[src/design/pslc_map.svh]
/*
  pslc_map.svh - strap positions, led mode codes and reset values for the
  port strap link configuration block.
  assumes: included by bare name from the package and the design module.
*/
`ifndef PSLC_MAP_SVH
`define PSLC_MAP_SVH

// strap vector bit positions
`define PSLC_IDX_P1_DPX 0
`define PSLC_IDX_P2_ANEN 1
`define PSLC_IDX_P2_SPD 2
`define PSLC_IDX_P2_DPX 3
`define PSLC_IDX_P2_FFC 4
`define PSLC_IDX_P1_FFC 5
`define PSLC_IDX_P1_SPD 6
`define PSLC_IDX_P1_ANEN 7
`define PSLC_STRAP_W 8

// fill count that ends the reset phase; three edges fill the pad synchroniser before straps are compared
`define PSLC_SYNC_FILL 2'h2

// led mode select field, bits [5:4] of the led config register
`define PSLC_LED_MODE_LSB 4
`define PSLC_LED_MODE_MSB 5
`define PSLC_LED_MODE_DEFAULT 2'h0

// reset value of the strap capture: the internal pull levels
// (pull-up on all but port-1 autoneg and port-1 flow control)
`define PSLC_STRAP_RESET 8'h5f

`endif

[src/design/pslc_pkg.sv]
/*
  pslc_pkg.sv - types of the port strap link configuration block.
  assumes: pslc_map.svh on the include path.
*/
`include "pslc_map.svh"

package pslc_pkg;

  typedef enum logic [1:0] {
    PSLC_RESET = 2'b00,
    PSLC_SAMPLE = 2'b01,
    PSLC_RUN = 2'b10
  } pslc_phase_e;

  typedef logic [`PSLC_STRAP_W-1:0] pslc_strap_t;

  typedef struct packed {
    logic autoneg_en;
    logic speed_100;
    logic duplex_full;
    logic flowctl_force;
  } pslc_port_cfg_s;

  typedef struct packed {
    pslc_phase_e phase;
    logic [1:0] fill;
    pslc_strap_t sync1;
    pslc_strap_t sync2;
    pslc_strap_t sync3;
    pslc_strap_t latched;
    logic [4:0] p3_rx;
    logic [1:0] led_p1;
  } pslc_state_s;

endpackage : pslc_pkg

[src/design/pslc_port_strap_link_config.sv]
/*
  pslc_port_strap_link_config.sv - strap capture and port link defaults for
  the two copper ports, plus the strap pins' normal output use afterwards.
  assumes: one 25 MHz clock, asynchronous active-high reset, pins arrive
  through input buffers as levels; pad drivers honour the *_oe outputs.
*/
// How it works
// - port-1 duplex strap high: full duplex fallback or forced full duplex
// - port-1 duplex strap low: half duplex fallback or forced half duplex
// - port-2 autoneg strap high enables autoneg, low disables it
// - port-2 speed strap forces 100BT high, 10BT low, when autoneg off
// - port-2 duplex strap high: full duplex fallback or forced full duplex
// - port-2 duplex strap low: half duplex fallback or forced half duplex
// - port-2 flow-control strap high forces flow control, low follows autoneg
// - port-1 flow-control strap high forces flow control, low follows autoneg
// - port-1 speed strap forces 100BT high, 10BT low, when autoneg off
// - port-1 autoneg strap high enables, low disables; pull-down default off
// - port-1 led pins show speed and link/activity in mode 0, mode from bits [5:4]
// - after sampling, port-3 strap pins drive rx valid and rx data
`include "pslc_map.svh"

module pslc_port_strap_link_config (
  input wire logic clk,
  input wire logic rst,
  // strap pin levels as seen at the pads
  input wire logic port1_duplex_strap,
  input wire logic port2_autoneg_strap,
  input wire logic port2_speed_strap,
  input wire logic port2_duplex_strap,
  input wire logic port2_force_flowctl_strap,
  input wire logic port1_force_flowctl_strap,
  input wire logic port1_speed_strap,
  input wire logic port1_autoneg_strap,
  // autoneg outcome from each port's phy
  input wire logic p1_an_done,
  input wire logic p1_an_ok,
  input wire logic p1_an_speed_100,
  input wire logic p1_an_full,
  input wire logic p1_an_pause,
  input wire logic p2_an_done,
  input wire logic p2_an_ok,
  input wire logic p2_an_speed_100,
  input wire logic p2_an_full,
  input wire logic p2_an_pause,
  // switch port-3 receive side and led sources
  input wire logic sw_rx_valid,
  input wire logic [3:0] sw_rx_data,
  input wire logic [1:0] led_mode_sel,
  input wire logic p1_link,
  input wire logic p1_activity,
  // pin drive
  output logic p3_rx_valid_out,
  output logic p3_rx_bit3_out,
  output logic p3_rx_bit2_out,
  output logic p3_rx_bit1_out,
  output logic p3_rx_bit0_out,
  output logic p3_rx_oe,
  output logic port1_indicator_a,
  output logic port1_indicator_b,
  output logic port1_indicator_oe,
  // resolved port settings
  output pslc_pkg::pslc_port_cfg_s p1_cfg_default,
  output pslc_pkg::pslc_port_cfg_s p2_cfg_default,
  output pslc_pkg::pslc_port_cfg_s p1_link_mode,
  output pslc_pkg::pslc_port_cfg_s p2_link_mode,
  output logic straps_valid
);

  ////////////////////////////////////////////////////////////////////////////

  pslc_pkg::pslc_state_s st;
  pslc_pkg::pslc_state_s next_st;
  pslc_pkg::pslc_strap_t pins;

  // resolve one port's live mode from its strap defaults and autoneg result
  function automatic pslc_pkg::pslc_port_cfg_s resolve(
    input pslc_pkg::pslc_port_cfg_s dflt,
    input logic done,
    input logic ok,
    input logic spd,
    input logic full,
    input logic pause
  );
    pslc_pkg::pslc_port_cfg_s r;
    r = dflt;
    if (dflt.autoneg_en && done && ok) begin
      r.speed_100 = spd;
      r.duplex_full = full;
      r.flowctl_force = dflt.flowctl_force | pause;
    end else if (dflt.autoneg_en) begin
      // failed or pending autoneg keeps the strapped duplex fallback
      r.flowctl_force = dflt.flowctl_force;
    end
    return r;
  endfunction : resolve

  ////////////////////////////////////////////////////////////////////////////

  // indicator pair {b, a}; modes 1 to 3 are local choices, mode 0 the default
  function automatic logic [1:0] led_pair(
    input logic [1:0] mode,
    input pslc_pkg::pslc_port_cfg_s cfg,
    input logic link,
    input logic act
  );
    logic [1:0] r;
    case (mode)
      2'h0: r = {cfg.speed_100, link & ~act};
      2'h1: r = {cfg.duplex_full, link};
      2'h2: r = {cfg.duplex_full, link & ~act};
      default: r = {cfg.speed_100, link};
    endcase
    return r;
  endfunction : led_pair

  assign pins[`PSLC_IDX_P1_DPX] = port1_duplex_strap;
  assign pins[`PSLC_IDX_P2_ANEN] = port2_autoneg_strap;
  assign pins[`PSLC_IDX_P2_SPD] = port2_speed_strap;
  assign pins[`PSLC_IDX_P2_DPX] = port2_duplex_strap;
  assign pins[`PSLC_IDX_P2_FFC] = port2_force_flowctl_strap;
  assign pins[`PSLC_IDX_P1_FFC] = port1_force_flowctl_strap;
  assign pins[`PSLC_IDX_P1_SPD] = port1_speed_strap;
  assign pins[`PSLC_IDX_P1_ANEN] = port1_autoneg_strap;

  ////////////////////////////////////////////////////////////////////////////

  always_comb begin
    next_st = st;
    // three-stage sync; reset value holds the pull levels
    next_st.sync1 = pins;
    next_st.sync2 = st.sync1;
    next_st.sync3 = st.sync2;
    case (st.phase)
      pslc_pkg::PSLC_RESET: begin
        // sync stages reset to the pull levels; comparing before they hold
        // real pad samples would latch those instead of the board straps
        if (st.fill == `PSLC_SYNC_FILL) begin
          next_st.phase = pslc_pkg::PSLC_SAMPLE;
        end else begin
          next_st.fill = st.fill + 2'h1;
        end
      end
      pslc_pkg::PSLC_SAMPLE: begin
        // capture only once stages agree; board holds levels steady
        if (st.sync2 == st.sync3) begin
          next_st.latched = st.sync3;
          next_st.phase = pslc_pkg::PSLC_RUN;
        end
      end
      pslc_pkg::PSLC_RUN: begin
        next_st.latched = st.latched;
      end
      default: begin
        next_st.phase = pslc_pkg::PSLC_RESET;
        next_st.fill = 2'h0;
      end
    endcase
    if (st.phase == pslc_pkg::PSLC_RUN) begin
      next_st.p3_rx = {sw_rx_valid, sw_rx_data};
      next_st.led_p1 = led_pair(led_mode_sel, p1_link_mode, p1_link, p1_activity);
    end else begin
      next_st.p3_rx = 5'h00;
      next_st.led_p1 = 2'h0;
    end
  end

  always_ff @(posedge clk or posedge rst) begin
    if (rst) begin
      st.phase <= pslc_pkg::PSLC_RESET;
      st.fill <= 2'h0;
      st.sync1 <= `PSLC_STRAP_RESET;
      st.sync2 <= `PSLC_STRAP_RESET;
      st.sync3 <= `PSLC_STRAP_RESET;
      st.latched <= `PSLC_STRAP_RESET;
      st.p3_rx <= 5'h00;
      st.led_p1 <= 2'h0;
    end else begin
      st <= next_st;
    end
  end

  ////////////////////////////////////////////////////////////////////////////

  always_comb begin
    p1_cfg_default.autoneg_en = st.latched[`PSLC_IDX_P1_ANEN];
    p1_cfg_default.speed_100 = st.latched[`PSLC_IDX_P1_SPD];
    p1_cfg_default.duplex_full = st.latched[`PSLC_IDX_P1_DPX];
    p1_cfg_default.flowctl_force = st.latched[`PSLC_IDX_P1_FFC];
    p2_cfg_default.autoneg_en = st.latched[`PSLC_IDX_P2_ANEN];
    p2_cfg_default.speed_100 = st.latched[`PSLC_IDX_P2_SPD];
    p2_cfg_default.duplex_full = st.latched[`PSLC_IDX_P2_DPX];
    p2_cfg_default.flowctl_force = st.latched[`PSLC_IDX_P2_FFC];
  end

  // strap bits pass through when autoneg is off, failed or pending; autoneg result once done and ok
  assign p1_link_mode = resolve(
    p1_cfg_default,
    p1_an_done,
    p1_an_ok,
    p1_an_speed_100,
    p1_an_full,
    p1_an_pause
  );
  assign p2_link_mode = resolve(
    p2_cfg_default,
    p2_an_done,
    p2_an_ok,
    p2_an_speed_100,
    p2_an_full,
    p2_an_pause
  );

  assign straps_valid = (st.phase == pslc_pkg::PSLC_RUN);

  // pins stay undriven while sampling so board pulls are read, not fought
  assign p3_rx_oe = straps_valid;
  assign port1_indicator_oe = straps_valid;
  // data pins straight from flops so no decode glitch reaches the pads
  always_comb begin
    p3_rx_valid_out = st.p3_rx[4];
    p3_rx_bit3_out = st.p3_rx[3];
    p3_rx_bit2_out = st.p3_rx[2];
    p3_rx_bit1_out = st.p3_rx[1];
    p3_rx_bit0_out = st.p3_rx[0];
    port1_indicator_b = st.led_p1[1];
    port1_indicator_a = st.led_p1[0];
  end

endmodule : pslc_port_strap_link_config

[config.mk]
export PLATFORM = sky130hd
export DESIGN_NAME = pslc_port_strap_link_config
export DESIGN_NICKNAME = d
export VERILOG_FILES = /design/src/design/pslc_pkg.sv /design/src/design/pslc_port_strap_link_config.sv
export VERILOG_INCLUDE_DIRS = /design/src /design/src/design
export SDC_FILE = /design/constraint.sdc
export NUM_CORES = 1
export LEC_CHECK = 0
export BUFFER_PORTS_ARGS = -buffer_cell sky130_fd_sc_hd__buf_4
export CAP_MARGIN = 20
export CORE_MARGIN = 10
export CORE_UTILIZATION = 45
export CTS_CLUSTER_DIAMETER = 60
export DETAILED_ROUTE_END_ITERATION = 12
export PLACE_DENSITY = 0.8
export SLEW_MARGIN = 20
export SYNTH_ARGS = -nofsm -noshare
export SYNTH_HDL_FRONTEND = slang
export SYNTH_SLANG_ARGS = --single-unit
[constraint.sdc]
create_clock -name clk -period 1.5 [get_ports clk]
set_input_delay 0.45 -clock clk [delete_from_list [all_inputs] [get_ports clk]]
set_output_delay 0.45 -clock clk [all_outputs]
set_load 0.01 [all_outputs]
Yosys cells after proc, flatten, opt, wreduce, memory -nomap -nowiden
Cells that the tools add are included.
{"block": "word_totals", "reg_bits": 43, "input_bits": 29}
{"block": "op_classes", "mux": 11, "n_reduce_logical": 10, "eq_ne": 9, "n_addsub": 1, "bitwise": 6}
{"op": "2-bit one-hot mux with 3 select lines", "n": 2}
{"op": "2-bit two-way mux", "n": 5}
{"op": "8-bit equality test", "n": 1}
{"op": "7-bit two-way mux", "n": 1}
{"op": "2-bit equality test (second input constant)", "n": 3}
{"op": "2-bit != test (second input constant)", "n": 3}
{"op": "2-bit by 1-bit equality test with 1-bit output (second input constant)", "n": 2}
{"op": "1-bit logical AND", "n": 4}
{"op": "2-bit zero test", "n": 2}
{"op": "2-bit one-hot mux with 2 select lines", "n": 1}
{"op": "2-bit AND reduction", "n": 2}
{"op": "1-bit NOT", "n": 3}
{"op": "3-bit AND reduction", "n": 1}
{"op": "2-bit by 1-bit adder with 2-bit output (second input constant)", "n": 1}
{"op": "1-bit two-way mux", "n": 2}
{"op": "1-bit bitwise OR", "n": 2}
{"op": "2-bit OR reduction", "n": 1}
{"op": "1-bit bitwise AND", "n": 1}

Longest topological paths before layout
{"block": "depth", "depth_word": 5, "ltp_mapped": 6, "mapped_depth_nobuf": 6}

Least setup slack after synthesis
Ideal clock, no wire load.
{"block": "synth_path", "kind": "flip-flop to flip-flop", "start": "register st[19] (netlist bit)", "end": "register st (netlist bit p1_cfg_default[0])", "stages_incl_launch_ff": 5, "period_less_slack_ps": 1638, "n_path_buf": 0, "slack_ps": -138, "required_ps": 1375, "arrival_ps": 1513, "cell_sequence": "dfstp_2 > xor2_1 > nor4_2 > nand3_4 > mux2_2"}
{"block": "synth_via", "elab_chain_len": 2}
{"element": "start: declaration", "line": "pslc_port_strap_link_config.sv:71", "text": "pslc_pkg::pslc_state_s st;"}
{"element": "start signal: assignment", "line": "pslc_port_strap_link_config.sv:178", "text": "st <= next_st;"}
{"element": "8-bit equality test", "line": "pslc_port_strap_link_config.sv:145", "text": "if (st.sync2 == st.sync3) begin"}
{"element": "2-bit AND reduction (no line)"}
No other way between the ends.
A chain may end at the register's enable or synchronous reset.

==> results.yml <==
timing:
  hold_viol: 0
  fin_crit_sh_pct: 122
  setup_viol: 22
  final.min_clock_period_ps: 1830
  skew_ps: 6.85
  drv_slew: 0
  rsz0062_at_grt: "yes"
  tns_ps: -2300
  hold_slack_ps: 206
  max_slew_margin_pct: 79.5
  layout_setup_ws_ps: -325
  tightest_slew_ps: 305
  fmax_mhz: 548
synthesis:
  syn-mean-instance-area_um2: 14.1
  ys_warn_count: 0
  syn_area_um2: 1710
  yosysSeqAreaShare_pct: 64.7
  synth_flop_cell: "dfstp_2"
  synth_nets: 154
  syn_inst: 121
  synth_top_area_share_pct: 36.9
  synth-seq-cells: 43
  yosysMostFrequentCell: "dfstp_2"
  yosysTopAreaCell: "dfstp_2"
  synth_edf_count: 0
  yosys-top-cells-area: "dfstp_2 37%, dfrtp_1 28%, mux2_2 7.9%"
  synth_common_cells: "24 x dfstp_2, 19 x dfrtp_1, 12 x buf_4, 12 x mux2_2, 9 x xor2_1"
  synth.distinct_cells: 26
  ys_async_sr_fraction_pct: 100
clock_network:
  cts.sinks: 43
  htree_levels: 2
  cts_buffer_depth: 2
  clk_latency_ps: 300
  cts_buffers: 5
  cts.root.buffer_cell: "clkbuf_8"
  tritoncts: "done"
  path_clk_slew_ps: 80
route:
  routed_wl_um: 3890
  route.detailed.drc: 0
  wl_per_cell_um: 16.9
  ant_nets: 0
  via_per_inst: 4.76
  drt_iter0_drc: 71
  first_pass_iters: 6
  vias: 1095
die:
  fp.dieArea_um2: 6670
  die_x_um: 81.7
  die_h_um: 81.7
  ioPinCount: 55
  initial_core_util_pct: 46.7
  rows: 22
  coreArea_um2: 3660
place:
  place_hpwl_um: 2690
  port_buffers: 54
  place_ws_ps: -146
  gp_congestion: 0.749
cells_and_area:
  syn2layout_area_growth_pct: 44.0
  fill_cells: 262
  antenna_cells: 0
  final_core_util_pct: 67.3
  drive_above_1_share_pct: 70.3
  fin_nets: 214
global_routing:
  overflow: 0
  grt_pass1_vias: 1224
  antenna_found_initial: 0
  met3_usage_pct: 4.04
  met1_usage_pct: 10.6
  grtUsageTotal_pct: 11.6
  use_met2_pct: 22.2
  grt_max_degree: 44
  busiest_layer: "met2"
  grt_pass1_wl_um: 5810
setup_path:
  crit_fanout: 2
  end_kind: "output pin"
  critical_path.cell_chain: "nand3_4 > mux2_4 > buf_6"
  startpoint_type: "flip-flop"
  max_stage_delay_ps: 560
  critPathLaunch: "p2_cfg_default[3]"
  reg2reg_to: "p1_cfg_default[0]"
  required_ps: 1050
  crit_buf_inv: 1
  cp-endpoint: "p2_link_mode[1]"
  crit_type: "flip-flop to output pin"
  cp_top_family: "flip-flops"
  r2r_slack_ps: -100
  worst_ep_arrival_time_ps: 1380
  r2r_start: "st[18]"
  crit_slowest_cell: "dfstp_2"
  reg2reg_depth: 4
  worst-path-stages: 3
pwr:
  p_leak_nw: 1.16
  p_total_mw: 2.75
  irDropWorstVdd_uv: 728
  power_density_nw_per_um2: 1120
status:
  status: "finished with violations"
  violations: "negative setup slack"
hold_path:
  hold_path_class: "input pin to async pin"
run:
  maxCapViolations: 0
[worst min path at each step]
stage	startpoint	to	slack, ps	cells after the start
2_1_floorplan	next_st[28]	next_st[20]	330	0
3_3_place_gp	next_st[28]	next_st[20]	340	0
3_5_place_dp	next_st[30]	next_st[22]	340	0
4_1_cts	rst	st[39]	210	3
5_1_grt	rst	st[42]	240	3
6_report	rst	st[42]	210	3
[tightest hold or removal path: cells and delay by family]
| family | cells | cell delay, ps |
|---|---|---|
| buffers and inverters | 3 | 410 |
[metrics by stage]
step,instance area [µm²],instances
6_report,2460,230
5_1_grt,2460,230
4_1_cts,2410,229
3_5_place_dp,2160,216
3_3_place_gp,2160,216
2_1_floorplan,1730,121
[cell type report]
type	instances	area, µm²	share of cell area [%]
Clock buffer	6	72.6	2.95
Clock inverter	2	12.5	0.508
Inverter	7	26.3	1.07
Multi-Input combinational cell	58	623	25.3
Sequential cell	43	1110	45.0
Tap cell	48	60.1	2.44
Timing Repair Buffer	66	561	22.8
[flip-flops by register name, indices dropped and copies added (netlist names)]
signal             cells
st                    12
port1_indicator_b      1
p3_rx_bit0_out         1
p3_rx_bit2_out         1
port1_indicator_a      1
p1_cfg_default         4
p3_rx_bit1_out         1
next_st               16
p2_cfg_default         4
p3_rx_valid_out        1
p3_rx_bit3_out         1
[placed cells by master, fill, tap and decap left out, drive strengths merged]
master / count
nand2: 4
and3: 1
nor2: 2
a21o: 1
inv: 7
nand2b: 1
mux2: 12
o21ai: 2
clkinv: 1
a31oi: 1
and2: 5
a21oi: 3
ha: 4
nor3: 1
a41o: 2
clkbuf: 6
dfstp: 24
nand3: 4
xor2: 9
dfrtp: 19
a211oi: 1
nor4: 2
a211o: 1
clkinvlp: 1
buf: 66
nand3b: 1
a21boi: 1
[metal layers]
metal / part of all wire (%) / up-vias
met5: 0 / -
met4: 1.6 / 0
met3: 6.5 / 7
met2: 59 / 26
met1: 33 / 559
li1: - / 503
[report_power, final]
part | internal, mW | total, mW | switching (mW) | leakage (nW)
clock network | 0.325 | 0.705 | 0.380 | 0.0412
logic | 0.357 | 0.691 | 0.334 | 0.621
registers | 1.28 | 1.35 | 0.0670 | 0.497
total | 1.97 | 2.75 | 0.781 | 1.16
[logic make-up after synthesis]
| logic type | count (synthesis) | synth area share (%) |
|---|---|---|
| flops | 43 | 64.7 |
| simple gates | 21 | 7.97 |
| compound gates | 12 | 4.90 |
| xor+xnor | 9 | 4.61 |
| fa+ha+maj | 4 | 2.93 |
| buf+inv | 20 | 7.02 |
| mux | 12 | 7.90 |
[timing repair]
item / CTS / global route
buffers inserted: 5 / 1
gates cloned: 0 / 0
endpoints found under the setup margin: 21 / 23
gates resized for setup: 27 / 9
pin swaps: 7 / 3
hold buffers: 0 / 0
Power figures use the tool's default switching activity.
